[config.mk]
export PLATFORM = sky130hd
export DESIGN_NAME = eeprom_slave
export DESIGN_NICKNAME = d
export VERILOG_FILES = /design/src/pin_sync.v /design/src/eeprom_slave.v
export VERILOG_INCLUDE_DIRS = /design/src /design/src/src
export SDC_FILE = /design/constraint.sdc
export NUM_CORES = 1
export LEC_CHECK = 0
export BUFFER_PORTS_ARGS = -buffer_cell sky130_fd_sc_hd__buf_2
export CAP_MARGIN = 25
export CORE_UTILIZATION = 57
export CTS_BUF_LIST = sky130_fd_sc_hd__clkbuf_4 sky130_fd_sc_hd__clkbuf_8 sky130_fd_sc_hd__clkbuf_16
export CTS_CLUSTER_SIZE = 8
export DETAILED_ROUTE_END_ITERATION = 16
export HOLD_SLACK_MARGIN = 0.15
export MAX_ROUTING_LAYER = met4
export PLACE_DENSITY = 0.79
export SLEW_MARGIN = 20
export SYNTH_ARGS = -nofsm -noshare
export SYNTH_HDL_FRONTEND = slang
export SYNTH_HIERARCHICAL = 1
export SYNTH_SLANG_ARGS = --single-unit
[constraint.sdc]
create_clock -name i_clk -period 5.9 [get_ports i_clk]
set_input_delay 1.18 -clock i_clk [delete_from_list [all_inputs] [get_ports i_clk]]
set_output_delay 1.18 -clock i_clk [all_outputs]
set_load 0.01 [all_outputs]
[src/eeprom_slave_map.vh]
// Constants for the two-wire EEPROM slave front end
`ifndef EEPROM_SLAVE_MAP_VH
`define EEPROM_SLAVE_MAP_VH
`define DEV_TYPE_ID        4'h5 // Device type code; value is arbitrary
`define DEV_TYPE_MSB       7
`define DEV_TYPE_LSB       4
`define STRAP_MSB          3
`define STRAP_LSB          1
`define RW_BIT             0
`define ADDR_RESET         16'h0000
`define PAGE_BITS          6
`define CLK_FREQ_HZ        50000000
`define PROG_TIME_US       5000
`define PROG_CYCLES        ((`PROG_TIME_US) * ((`CLK_FREQ_HZ) / 1000000))
`define BIT_CNT_W          4
`define ACK_SLOT           4'h8
`endif

[src/pin_sync.v]
// Two-flop synchroniser for one pin input
`timescale 1ns/1ps
`default_nettype none
module pin_sync (
    // Clock and reset
    input  wire i_clk,
    input  wire i_rst,
    // Asynchronous pin in, synchronised level out
    input  wire i_pin,
    output reg  o_level
);
    reg meta; // First stage, read only by o_level

    // Two stages; reset value high matches an idle pulled-up line
    always @(posedge i_clk or posedge i_rst) begin
        if (i_rst) begin
            meta    <= 1'b1;
            o_level <= 1'b1;
        end else begin
            meta    <= i_pin;
            o_level <= meta;
        end
    end
endmodule // pin_sync
`default_nettype wire

[src/eeprom_slave.v]
// Two-wire serial EEPROM slave front end with byte and page write
`timescale 1ns/1ps
`default_nettype none
`include "eeprom_slave_map.vh"
// How it works
// - Start is data falling while clock high
// - Watch for start except during programming
// - Stop is data rising while clock high
// - Stop after read no-ack returns to standby
// - Receiver pulls data low in ninth slot
// - Sample data on clock rising edge
// - Upper four select bits match type code
// - Bits b3..b1 match the three straps
// - Select bit zero: one read, zero write
// - Match acknowledges; mismatch releases, goes standby
// - Write protect high blocks array changes
// - Protected: ack select and address, nack data
// - Protect sampled from start to address end
// - Write select then two acknowledged address bytes
// - Address high byte first, then low byte
// - Program only on stop in tenth slot
// - After programming, counter points past last byte
// - Busy: data released, no response at all
// - Byte write: store if unprotected, else nack
// - Reset holds standby, ignores all instructions
// - Sequential read follows current or random read
// - Page write increments low six address bits
// - Random read: dummy write, restart, read select
// - Read counter increments and wraps to zero
// - Read no-ack ends transfer, enters standby
module eeprom_slave #(
    parameter PROG_CYCLES = `PROG_CYCLES // Programming time in clocks
) (
    // Clock and reset
    input  wire        i_clk,
    input  wire        i_rst,
    // Serial bus pins
    input  wire        i_scl,
    input  wire        i_sda,
    output reg         o_sda,
    output reg         o_sda_oe_n,
    // Straps and protection
    input  wire        i_strap_select_bit0,
    input  wire        i_strap_select_bit1,
    input  wire        i_strap_select_bit2,
    input  wire        i_write_protect_in,
    // Memory array port
    output reg  [15:0] o_mem_addr,
    output reg  [7:0]  o_mem_wdata,
    output reg         o_mem_we,
    input  wire [7:0]  i_mem_rdata,
    // Status
    output reg         o_busy
);
    // States, one-hot
    localparam [5:0] ST_IDLE = 6'h01; // Standby, waiting for start
    localparam [5:0] ST_DSEL = 6'h02; // Receiving select byte
    localparam [5:0] ST_ADRH = 6'h04; // Receiving high address
    localparam [5:0] ST_ADRL = 6'h08; // Receiving low address
    localparam [5:0] ST_WDAT = 6'h10; // Receiving write data
    localparam [5:0] ST_RDAT = 6'h20; // Transmitting read data
    localparam [7:0] PAGE_LEN = 8'h40; // Latch depth, one row

    // Synchronised pins
    wire scl_s;                    // Clock line level
    wire sda_s;                    // Data line level
    wire wp_s;                     // Write protect level
    wire [2:0] strap_s;            // Strap levels
    reg  scl_d;                    // Previous clock level
    reg  sda_d;                    // Previous data level

    // Protocol state
    reg  [5:0]  state;             // Current phase
    reg  [3:0]  bit_cnt;           // Bit slot 0..8
    reg  [7:0]  shift;             // Receive / transmit shift
    reg         ack_phase;         // In ninth slot
    reg         ack_drive;         // Cleared in reset, otherwise unused; o_sda_oe_n drives the ack
    reg         tenth;             // Slot just after the ninth slot of a low-address or data byte
    reg         protect;           // Protect seen in this write
    reg  [15:0] addr_cnt;          // Internal address counter
    reg  [15:0] base_addr;         // Row base for page write
    reg  [7:0]  page [0:63];       // Page latch, one row
    reg  [63:0] page_valid;        // Latched byte flags
    reg  [6:0]  nbytes;            // Bytes latched
    reg         prog;              // Programming in progress
    reg  [31:0] prog_cnt;          // Programming timer
    reg  [5:0]  flush_idx;         // Array copy index
    reg         flushing;          // Copying latch to array

    wire scl_rise = scl_s & ~scl_d;
    wire scl_fall = ~scl_s & scl_d;
    wire start_ev = scl_s & scl_d & sda_d & ~sda_s;
    wire stop_ev  = scl_s & scl_d & ~sda_d & sda_s;

    // Two-flop synchronisers; straps float low at the pin per board pulls
    pin_sync u_scl (.i_clk(i_clk), .i_rst(i_rst), .i_pin(i_scl), .o_level(scl_s));
    pin_sync u_sda (.i_clk(i_clk), .i_rst(i_rst), .i_pin(i_sda), .o_level(sda_s));
    pin_sync u_wp  (.i_clk(i_clk), .i_rst(i_rst), .i_pin(i_write_protect_in),
                    .o_level(wp_s));
    genvar g;
    generate
        for (g = 0; g < 3; g = g + 1) begin : g_strap
            wire raw;
            assign raw = (g == 0) ? i_strap_select_bit0 :
                         (g == 1) ? i_strap_select_bit1 : i_strap_select_bit2;
            pin_sync u_s (.i_clk(i_clk), .i_rst(i_rst), .i_pin(raw),
                          .o_level(strap_s[g]));
        end
    endgenerate

    // Select byte decode on the received shift value
    wire sel_match = (shift[`DEV_TYPE_MSB:`DEV_TYPE_LSB] == `DEV_TYPE_ID)
                   & (shift[`STRAP_MSB:`STRAP_LSB] == strap_s);

    // Edge history
    always @(posedge i_clk or posedge i_rst) begin
        if (i_rst) begin
            scl_d <= 1'b1;
            sda_d <= 1'b1;
        end else begin
            scl_d <= scl_s;
            sda_d <= sda_s;
        end
    end

    // Programming timer and latch flush; bus is deaf meanwhile
    always @(posedge i_clk or posedge i_rst) begin
        if (i_rst) begin
            prog_cnt  <= 32'h0;
            flush_idx <= 6'h0;
            flushing  <= 1'b0;
            o_mem_we  <= 1'b0;
            o_mem_wdata <= 8'h00;
            o_busy    <= 1'b0;
        end else begin
            o_mem_we <= 1'b0;
            if (stop_ev && tenth && !protect && nbytes != 7'h0 && !prog) begin
                prog_cnt  <= PROG_CYCLES - 1;
                flushing  <= 1'b1;
                flush_idx <= 6'h0;
                o_busy    <= 1'b1;
            end else if (prog) begin
                if (flushing) begin
                    // One latched byte per clock, only those written
                    o_mem_we    <= page_valid[flush_idx];
                    o_mem_wdata <= page[flush_idx];
                    flush_idx   <= flush_idx + 6'h1;
                    if (flush_idx == 6'h3F)
                        flushing <= 1'b0;
                end
                if (prog_cnt != 32'h0)
                    prog_cnt <= prog_cnt - 32'h1;
                else
                    o_busy <= 1'b0;
            end
        end
    end

    // Main protocol engine
    always @(posedge i_clk or posedge i_rst) begin
        if (i_rst) begin
            state      <= ST_IDLE;
            bit_cnt    <= 4'h0;
            shift      <= 8'h00;
            ack_phase  <= 1'b0;
            ack_drive  <= 1'b0;
            tenth      <= 1'b0;
            protect    <= 1'b0;
            addr_cnt   <= `ADDR_RESET;
            base_addr  <= `ADDR_RESET;
            page_valid <= 64'h0;
            nbytes     <= 7'h0;
            prog       <= 1'b0;
            o_sda      <= 1'b0;
            o_sda_oe_n <= 1'b1;
            o_mem_addr <= `ADDR_RESET;
        end else if (prog) begin
            // Deaf and released until the timer runs out
            o_sda_oe_n <= 1'b1;
            state      <= ST_IDLE;
            tenth      <= 1'b0;
            o_mem_addr <= {base_addr[15:`PAGE_BITS], flush_idx};
            if (!o_busy && !flushing) begin
                prog       <= 1'b0;
                page_valid <= 64'h0;
                nbytes     <= 7'h0;
            end
        end else if (stop_ev) begin
            if (tenth && !protect && nbytes != 7'h0) begin
                prog <= 1'b1;
                // Counter already stands after the last latched byte
            end else begin
                page_valid <= 64'h0;
                nbytes     <= 7'h0;
            end
            state      <= ST_IDLE;
            o_sda_oe_n <= 1'b1;
            tenth      <= 1'b0;
        end else if (start_ev) begin
            state      <= ST_DSEL;
            bit_cnt    <= 4'h0;
            ack_phase  <= 1'b0;
            tenth      <= 1'b0;
            protect    <= wp_s;
            page_valid <= 64'h0;
            nbytes     <= 7'h0;
            o_sda_oe_n <= 1'b1;
        end else if (state != ST_IDLE) begin
            if ((state == ST_ADRH || state == ST_ADRL || state == ST_DSEL) && wp_s)
                protect <= 1'b1;
            if (scl_rise) begin
                if (ack_phase) begin
                    // Ninth slot: for reads the master answers here
                    if (state == ST_RDAT && sda_s) begin
                        state <= ST_IDLE;
                    end else if (state == ST_RDAT) begin
                        // Point the array at this byte, step the counter past it
                        o_mem_addr <= addr_cnt;
                        addr_cnt   <= addr_cnt + 16'h1;
                    end
                end else if (state == ST_RDAT) begin
                    // Our own bit is on the line; only count the slot
                    bit_cnt <= bit_cnt + 4'h1;
                end else begin
                    shift   <= {shift[6:0], sda_s};
                    bit_cnt <= bit_cnt + 4'h1;
                end
            end else if (scl_fall) begin
                // Tenth slot lasts until the clock falls again
                tenth <= 1'b0;
                if (ack_phase) begin
                    // Leave the ninth slot
                    ack_phase <= 1'b0;
                    bit_cnt   <= 4'h0;
                    tenth     <= (state == ST_WDAT);
                    if (state == ST_RDAT) begin
                        shift      <= i_mem_rdata;
                        o_sda      <= 1'b0;
                        o_sda_oe_n <= i_mem_rdata[7];
                    end else begin
                        o_sda_oe_n <= 1'b1;
                    end
                end else if (bit_cnt == `ACK_SLOT) begin
                    ack_phase <= 1'b1;
                    o_sda     <= 1'b0;
                    case (state)
                        ST_DSEL: begin
                            if (sel_match) begin
                                o_sda_oe_n <= 1'b0;
                                if (shift[`RW_BIT]) begin
                                    state      <= ST_RDAT;
                                    o_mem_addr <= addr_cnt;
                                end else begin
                                    state <= ST_ADRH;
                                end
                            end else begin
                                o_sda_oe_n <= 1'b1;
                                state      <= ST_IDLE;
                            end
                        end
                        ST_ADRH: begin
                            addr_cnt[15:8] <= shift;
                            o_sda_oe_n     <= 1'b0;
                            state          <= ST_ADRL;
                        end
                        ST_ADRL: begin
                            addr_cnt[7:0] <= shift;
                            base_addr     <= {addr_cnt[15:8], shift};
                            o_sda_oe_n    <= 1'b0;
                            state         <= ST_WDAT;
                        end
                        ST_WDAT: begin
                            if (protect) begin
                                o_sda_oe_n <= 1'b1;
                            end else begin
                                o_sda_oe_n <= 1'b0;
                                page[addr_cnt[`PAGE_BITS-1:0]] <= shift;
                                page_valid[addr_cnt[`PAGE_BITS-1:0]] <= 1'b1;
                                if (nbytes != PAGE_LEN[6:0])
                                    nbytes <= nbytes + 7'h1;
                                addr_cnt[`PAGE_BITS-1:0] <=
                                    addr_cnt[`PAGE_BITS-1:0] + 6'h1;
                            end
                        end
                        ST_RDAT: begin
                            o_sda_oe_n <= 1'b1;
                        end
                        default: begin
                            state      <= ST_IDLE;
                            o_sda_oe_n <= 1'b1;
                        end
                    endcase
                end else if (state == ST_RDAT) begin
                    // Shift next read bit; release for ones
                    o_sda_oe_n <= shift[6];
                    shift      <= {shift[6:0], 1'b0};
                end
            end
        end else begin
            o_sda_oe_n <= 1'b1;
        end
    end
endmodule // eeprom_slave
`default_nettype wire

After elaboration in Yosys (flattened, before gate mapping)
Memory sizes are Yosys's and may differ from the RTL's. A register that Yosys moved wholly into a read port is not among the register bits.
Cells that the tools add are included.
{"block": "word_totals", "output_inout_bits": 28, "mem_count": 1, "ram_bits": 512, "inputBits": 16, "register_bits": 198}
{"block": "classes", "eq_ne": 51, "bitwise_logic": 19, "n_reduce_logical": 60, "addsub": 6, "muxes": 144, "order_cmp": 3}
{"memory": "page", "words": 64, "width": 8, "rd": 1, "rd_ports_with_merged_regs": 1, "wr": 1, "line_no": "eeprom_slave.v:82", "text": "reg [7:0] page [0:63];"}
{"op": "64-bit two-way mux", "n": 12}
{"op": "16-bit two-way mux", "n": 21}
{"op": "32-bit two-way mux", "n": 3}
{"op": "6-bit two-way mux", "n": 16}
{"op": "7-bit two-way mux", "n": 13}
{"op": "8-bit two-way mux", "n": 9}
{"op": "64-bit OR", "n": 1}
{"op": "1-bit two-way mux", "n": 58}
{"op": "32-bit nonzero test", "n": 1}
{"op": "32-bit by 1-bit subtractor with 32-bit output, second input constant", "n": 1}
{"op": "4-bit two-way mux", "n": 6}
{"op": "6-bit case mux with 4 select lines", "n": 1}
{"op": "12-bit AND reduction", "n": 2}
{"op": "11-bit AND reduction", "n": 2}
{"op": "10-bit AND reduction", "n": 2}
{"op": "2-bit nonzero test", "n": 10}
{"op": "4-bit nonzero test", "n": 5}
{"op": "3-bit by 2-bit inequality test with 1-bit output, second input constant", "n": 6}
{"op": "9-bit AND reduction", "n": 2}
{"op": "16-bit by 1-bit adder with 16-bit output, second input constant", "n": 1}
{"op": "6-bit by 7-bit less-than comparator with 1-bit output, second input constant", "n": 2}
{"op": "2-bit inequality test, second input constant", "n": 7}
{"op": "6-bit by 1-bit adder with 6-bit output, second input constant", "n": 2}
{"op": "6-bit equality test, second input constant", "n": 2}
{"op": "other kinds (47)", "n": 98}

Depth between registers and ports, before layout
{"block": "depth", "depth_word": 15, "depth_mapped": 11}

By module
The synthesis kept the hierarchy.
{"module": "eeprom_slave", "area_each_um2": 29500.8, "cells_each": 1918, "seq_area_each_um2": 20059.2, "instances": 1}
{"module": "pin_sync", "area_each_um2": 56.3, "cells_each": 3, "seq_area_each_um2": 52.6, "instances": 6}

Least setup slack after synthesis
OpenSTA, ideal clock, no wires.
{"block": "synth_timing", "path_kind": "register -> register", "start": "register shift[4]", "end": "register o_mem_addr[5]", "setup_ns": 0.133, "path_slack_ns": 2.561, "stages_incl_launch_ff": 8, "n_path_buf": 1, "arrival_time_ns": 3.205, "path_cell_list": "dfrtp_1 > or4bb_1 > nor4_1 > nand3_1 > a221oi_4 > buf_6 > mux2i_1 > o21ai_0"}
{"block": "synth_between", "elab_chain_len": 4}
{"item": "from (decl)", "line_no": "eeprom_slave.v:75", "text": "reg [7:0] shift;"}
{"item": "from (signal assigned)", "line_no": "eeprom_slave.v:225", "text": "shift <= {shift[6:0], sda_s};"}
{"item": "from (signal assigned)", "line_no": "eeprom_slave.v:237", "text": "shift <= i_mem_rdata;"}
{"item": "from (signal assigned)", "line_no": "eeprom_slave.v:296", "text": "shift <= {shift[6:0], 1'b0};"}
{"item": "4-bit by 3-bit equality test with 1-bit output (no source line)"}
{"item": "1-bit AND", "line_no": "eeprom_slave.v:112", "text": "wire sel_match = (shift[`DEV_TYPE_MSB:`DEV_TYPE_LSB] == `DEV_TYPE_ID)"}
{"item": "4-bit by 3-bit inequality test with 1-bit output (no source line)"}
{"item": "12-bit AND reduction (no source line)"}
{"item": "to (signal assigned)", "line_no": "eeprom_slave.v:176", "text": "o_mem_addr <= `ADDR_RESET;"}
{"item": "to (signal assigned)", "line_no": "eeprom_slave.v:182", "text": "o_mem_addr <= {base_addr[15:`PAGE_BITS], flush_idx};"}
{"item": "to (signal assigned)", "line_no": "eeprom_slave.v:218", "text": "o_mem_addr <= addr_cnt;"}
{"item": "to (decl)", "line_no": "eeprom_slave.v:48", "text": "output reg [15:0] o_mem_addr,"}
No other way between the ends.
A chain may end at the register's enable or synchronous reset.

Final worst setup path
{"block": "layout_timing", "start": "register state[1]", "end": "memory page[22][4], enable pin"}
{"block": "layout_between", "elab_chain_len": 12, "word_cells_on_any_way": 13}
{"item": "from (decl)", "line_no": "eeprom_slave.v:73", "text": "reg [5:0] state;"}
{"item": "from (signal assigned)", "line_no": "eeprom_slave.v:162", "text": "state <= ST_IDLE;"}
{"item": "from (signal assigned)", "line_no": "eeprom_slave.v:180", "text": "state <= ST_IDLE;"}
{"item": "from (signal assigned)", "line_no": "eeprom_slave.v:196", "text": "state <= ST_IDLE;"}
{"item": "6-bit by 5-bit equality test with 1-bit output", "line_no": "eeprom_slave.v:246", "text": "case (state)"}
{"item": "1-bit two-way mux", "line_no": "eeprom_slave.v:246"}
{"item": "1-bit two-way mux", "line_no": "eeprom_slave.v:243", "text": "end else if (bit_cnt == `ACK_SLOT) begin"}
{"item": "1-bit two-way mux", "line_no": "eeprom_slave.v:231", "text": "if (ack_phase) begin"}
{"item": "1-bit two-way mux", "line_no": "eeprom_slave.v:228", "text": "end else if (scl_fall) begin"}
{"item": "1-bit two-way mux", "line_no": "eeprom_slave.v:211", "text": "if (scl_rise) begin"}
{"item": "1-bit two-way mux (*)", "line_no": "eeprom_slave.v:208", "text": "end else if (state != ST_IDLE) begin"}
{"item": "1-bit two-way mux (*)", "line_no": "eeprom_slave.v:199", "text": "end else if (start_ev) begin"}
{"item": "1-bit two-way mux (*)", "line_no": "eeprom_slave.v:188", "text": "end else if (stop_ev) begin"}
{"item": "1-bit two-way mux (*)", "line_no": "eeprom_slave.v:177", "text": "end else if (prog) begin"}
{"item": "1-bit logical AND (*)", "line_no": "eeprom_slave.v:277", "text": "page[addr_cnt[`PAGE_BITS-1:0]] <= shift;"}
{"item": "1-bit two-way mux (*)", "line_no": "eeprom_slave.v:277"}
{"item": "to (decl)", "line_no": "eeprom_slave.v:82"}
Every way passes the cells marked *; elsewhere a longest branch is shown, timed or not.

==> flow_summary.rst <==
.. list-table::
   :header-rows: 1

   * - Metric
     - Value
   * - Hold Vio Cnt, Final
     - 0
   * - Gate power share
     - 0.105
   * - Crit end category
     - flop
   * - Die width
     - roughly 230 um
   * - Outcome
     - completed
   * - Number of cells upsized or downsized after cts
     - 0
   * - Setup-failing EPs final
     - 0
   * - Per-instance average area after synthesis
     - 15.4 um^2
   * - Number of max-slew violations in the final report
     - 0
   * - Leading cell types by count after synthesis
     - sky130_fd_sc_hd__edfxtp_1 (512), sky130_fd_sc_hd__nor2_1 (198), sky130_fd_sc_hd__dfrtp_1 (183)
   * - Count of flip-flops with a built-in enable after synthesis
     - about 510
   * - Initial cell density of the core
     - 0.579
   * - H-tree depth
     - 3
   * - Slew margin rel.
     - 0.299
   * - Sequential share of power
     - 0.476
   * - Portion of the post-synthesis area used by sequential elements
     - 0.683
   * - Layout cells sized above 1
     - 0.236
   * - Placeable core region
     - about 52000 um^2
   * - Quantity of I/O buffers inserted on ports
     - 42
   * - Boundary Pins
     - 44
   * - Antenna violations before repair
     - 1
   * - Pin count of the biggest net entering global routing
     - 188
   * - Detailed Route Iter0 Violations
     - 2320
   * - TritonCTS Sinks
     - around 700
   * - Setup Total Neg Slack
     - 0 ns
   * - Vertical die dimension
     - around 230 um
   * - Kind of critical path
     - reg -> reg
   * - Max Root-Sink Buffers
     - 3
   * - Top area cells in the synthesized netlist
     - sky130_fd_sc_hd__edfxtp_1 (52%), sky130_fd_sc_hd__dfrtp_1 (15%), sky130_fd_sc_hd__mux4_2 (10%), sky130_fd_sc_hd__nor2_1 (2.5%), sky130_fd_sc_hd__mux2i_1 (2.3%)
   * - Largest area contributor in the synthesized netlist
     - sky130_fd_sc_hd__edfxtp_1
   * - Post-synthesis instance area
     - 29800 um^2
   * - Number of buffers inserted during clock tree synthesis
     - approximately 100
   * - Number of antenna-violating nets in the routed design
     - 0
   * - Primary FF master, synth
     - sky130_fd_sc_hd__edfxtp_1
   * - GRT Resource Usage Total
     - 0.287
   * - Worst-case hold slack
     - around 0.36 ns
   * - Library cells used by synthesis
     - 85
   * - Most common cell in the synthesized netlist
     - sky130_fd_sc_hd__edfxtp_1
   * - Clock latency at the later pin of the worst-skew pair
     - between 0.6 and 0.7 ns
   * - CP startpoint kind
     - flop
   * - Post-Synthesis Net Count
     - between 1500 and 2000
   * - Part of the total power dissipated in the clock network
     - 0.419
   * - Switching part of the total
     - 0.260
   * - Final weighted congestion in routability-driven placement
     - ~0.89
   * - Yosys top cell area share
     - 0.515
   * - Worst IR Drop VDD
     - approximately 330 uV
   * - Total of max-cap violations
     - 0
   * - Clock tree root driver cell
     - sky130_fd_sc_hd__clkbuf_16
   * - TritonCTS clock tree
     - yes
   * - Ratio of final minimum period to clock period
     - 0.641
   * - Data required time of the worst path
     - around 6.2 ns
   * - Hold/Removal Path Class
     - reg -> reg
   * - Leakage power
     - approximately 12 nW
   * - Global-route wire length before repair
     - around 110000 um
   * - Detailed Route WL
     - 72800 um
   * - Max Fanout on Critical Path
     - 8
   * - Multi-input gate area in the final layout
     - ~9000 um^2
   * - Filler Cells Inserted
     - between 3000 and 4000
   * - Num rows
     - between 80 and 90
   * - Die footprint
     - between 50000 and 60000 um^2
   * - Area of all sequential standard cells
     - roughly 20000 um^2
   * - Avg WL per Cell
     - between 20 and 30 um
   * - Aggregate global routing overflow
     - 0
   * - Total power density per cell area
     - 393 nW/um^2
   * - Post-synthesis cell count
     - approximately 1900
   * - Sw power
     - around 3.5 mW
   * - Actual slew at the worst max-slew pin
     - 1.05 ns
   * - Number of synthesized register bits
     - 711
   * - Overall via count from detail_route
     - 18000
   * - Average via count per standard cell
     - ~6.5
   * - Synth-to-Final Area Change
     - 13.9%
   * - Crit path time final
     - roughly 3.8 ns
   * - Layout net count
     - roughly 2000
   * - RSZ-0062 raised after global routing
     - no
   * - HPWL after detailed placement
     - ~42000 um
   * - Remaining routing DRC violations
     - 0
   * - Cts-stage hold buffer count
     - 0
   * - Clock input transition at the sequential cells of the worst setup and hold paths
     - about 0.050 ns
   * - Worst Path Arrival
     - ~4.1 ns
   * - Clock tree skew after final layout
     - 0.0151 ns
   * - Number of detailed-route iterations in the first pass
     - 5
   * - Postcts setup bufs
     - 0
   * - Share of flip-flops with an asynchronous set or reset
     - 0.280
   * - Int Pwr
     - between 9 and 10 mW
   * - Maximum clock rate
     - between 200 and 300 MHz
   * - Vias in the first global route
     - between 15000 and 20000
   * - Number of warnings printed during yosys synthesis
     - 6
-- final cells by class --
| type | instances | area share |
|---|---|---|
| antenna | 1 | 0.0000736 |
| clock buffer | 176 | 0.0910 |
| clock inverter | 4 | 0.00169 |
| inverter | 24 | 0.00276 |
| multi-input combinational | 1091 | 0.263 |
| sequential | 711 | 0.600 |
| tap | 680 | 0.0250 |
| timing repair buffer | 75 | 0.0161 |
-- power by group through the flow --
stage	clock, mW	combinational (mW)	sequential (mW)
floorplan	0	0.546	6.50
global placement	0	1.32	6.42
detailed placement	0	1.37	6.43
CTS	5.65	1.38	6.34
global route	5.85	1.49	6.37
finish	5.60	1.40	6.35
-- sequential cells by signal, summed over array words and instances (netlist names), 7 cells and up --
name / count
addr_cnt: 16
base_addr: 10
nbytes: 7
o_mem_addr: 16
o_mem_wdata: 8
page: 512
page_valid: 64
prog_cnt: 32
shift: 8
-- logic make-up after synthesis --
logic type / Yosys count / synth area share
flip-flops: 711 / 0.683
adder cells (fa/ha/maj): 12 / 0.00503
buffers and inverters: 134 / 0.0182
multiplexers: 232 / 0.137
AND/OR/NAND/NOR: 514 / 0.0850
XOR/XNOR: 22 / 0.00646
other: 1 / 0.000126
AO/OA/AOI/OAI: 310 / 0.0655
-- worst max-delay path, stage by stage, from the launching register on --
cell and delay (ns):
sky130_fd_sc_hd__dfrtp_1 0.43, sky130_fd_sc_hd__nor4_2 0.46, sky130_fd_sc_hd__nor4bb_1 0.55, sky130_fd_sc_hd__and4b_1 0.75, sky130_fd_sc_hd__nor2b_1 0.29, sky130_fd_sc_hd__nand2_1 0.28, sky130_fd_sc_hd__nor2_1 0.65
-- cells in the final DEF (no fill, tap or decap), types with 8 or more instances in the layout --
cell	synthesis	routed
sky130_fd_sc_hd__nor2b_1	18	17
sky130_fd_sc_hd__dfrtp_1	183	171
sky130_fd_sc_hd__edfxtp_1	512	512
sky130_fd_sc_hd__and2_1	11	11
sky130_fd_sc_hd__o21ai_0	61	61
sky130_fd_sc_hd__dfstp_2	16	16
sky130_fd_sc_hd__nand3_1	39	39
sky130_fd_sc_hd__nand2b_1	12	12
sky130_fd_sc_hd__o211ai_1	8	8
sky130_fd_sc_hd__nand2_1	110	110
sky130_fd_sc_hd__buf_2	21	43
sky130_fd_sc_hd__mux2i_1	68	68
sky130_fd_sc_hd__ha_1	12	12
sky130_fd_sc_hd__clkbuf_16	0	101
sky130_fd_sc_hd__inv_1	23	22
sky130_fd_sc_hd__o22ai_1	12	12
sky130_fd_sc_hd__buf_4	1	24
sky130_fd_sc_hd__a21oi_1	116	116
sky130_fd_sc_hd__a211oi_1	17	17
sky130_fd_sc_hd__dfrtp_2	0	9
sky130_fd_sc_hd__nor2_1	198	197
sky130_fd_sc_hd__a31oi_1	11	11
sky130_fd_sc_hd__mux2_2	26	26
sky130_fd_sc_hd__nor3_1	22	21
sky130_fd_sc_hd__a31o_2	8	8
sky130_fd_sc_hd__mux4_2	137	137
sky130_fd_sc_hd__nand3b_1	8	8
sky130_fd_sc_hd__or3_1	13	13
sky130_fd_sc_hd__clkbuf_4	0	76
sky130_fd_sc_hd__nor4_1	14	14
sky130_fd_sc_hd__a22oi_1	8	8
sky130_fd_sc_hd__xor2_1	9	9
sky130_fd_sc_hd__xnor2_1	13	13
-- metrics by stage --
step / setup slack, ns / util / power, mW / area, um^2 / std cells
detailed placement: 2.17 / 0.597 / 7.80 / 30700 / 2576
floorplan: 2.32 / - / 7.05 / 29800 / 1936
global route: 1.97 / 0.660 / 13.7 / 34000 / 2762
finish: 2.12 / 0.660 / 13.4 / 34000 / 2762
CTS: 2.17 / 0.658 / 13.4 / 33900 / 2756
global placement: 2.22 / 0.597 / 7.74 / 30700 / 2576
-- final timing paths --
path / slack, ns / to / cells past startpoint / start
worst min-delay path: 0.36 / u_sda/o_level / 0 / u_sda/meta
worst min register to register: 0.36 / u_sda/o_level / 0 / u_sda/meta
worst max-delay path: 2.12 / page[22][4] / 6 / state[1]
max in group asynchronous: 4.23 / flush_idx[1] / 4 / i_rst
min in group asynchronous: 0.65 / u_scl/meta / 2 / i_rst
worst max register to register: 2.12 / page[22][4] / 6 / state[1]
-- routing by layer --
| layer | routed length [um] | vias up | track usage |
|---|---|---|---|
| met3 | 6870 | 176 | 0.0658 |
| li1 | - | 7647 | - |
| met2 | 35400 | 1083 | 0.443 |
| met5 | 0 | - | - |
| met1 | 28300 | 9136 | 0.380 |
| met4 | 2240 | 0 | 0.0946 |
Note: power is estimated with default switching activity, not from simulation.
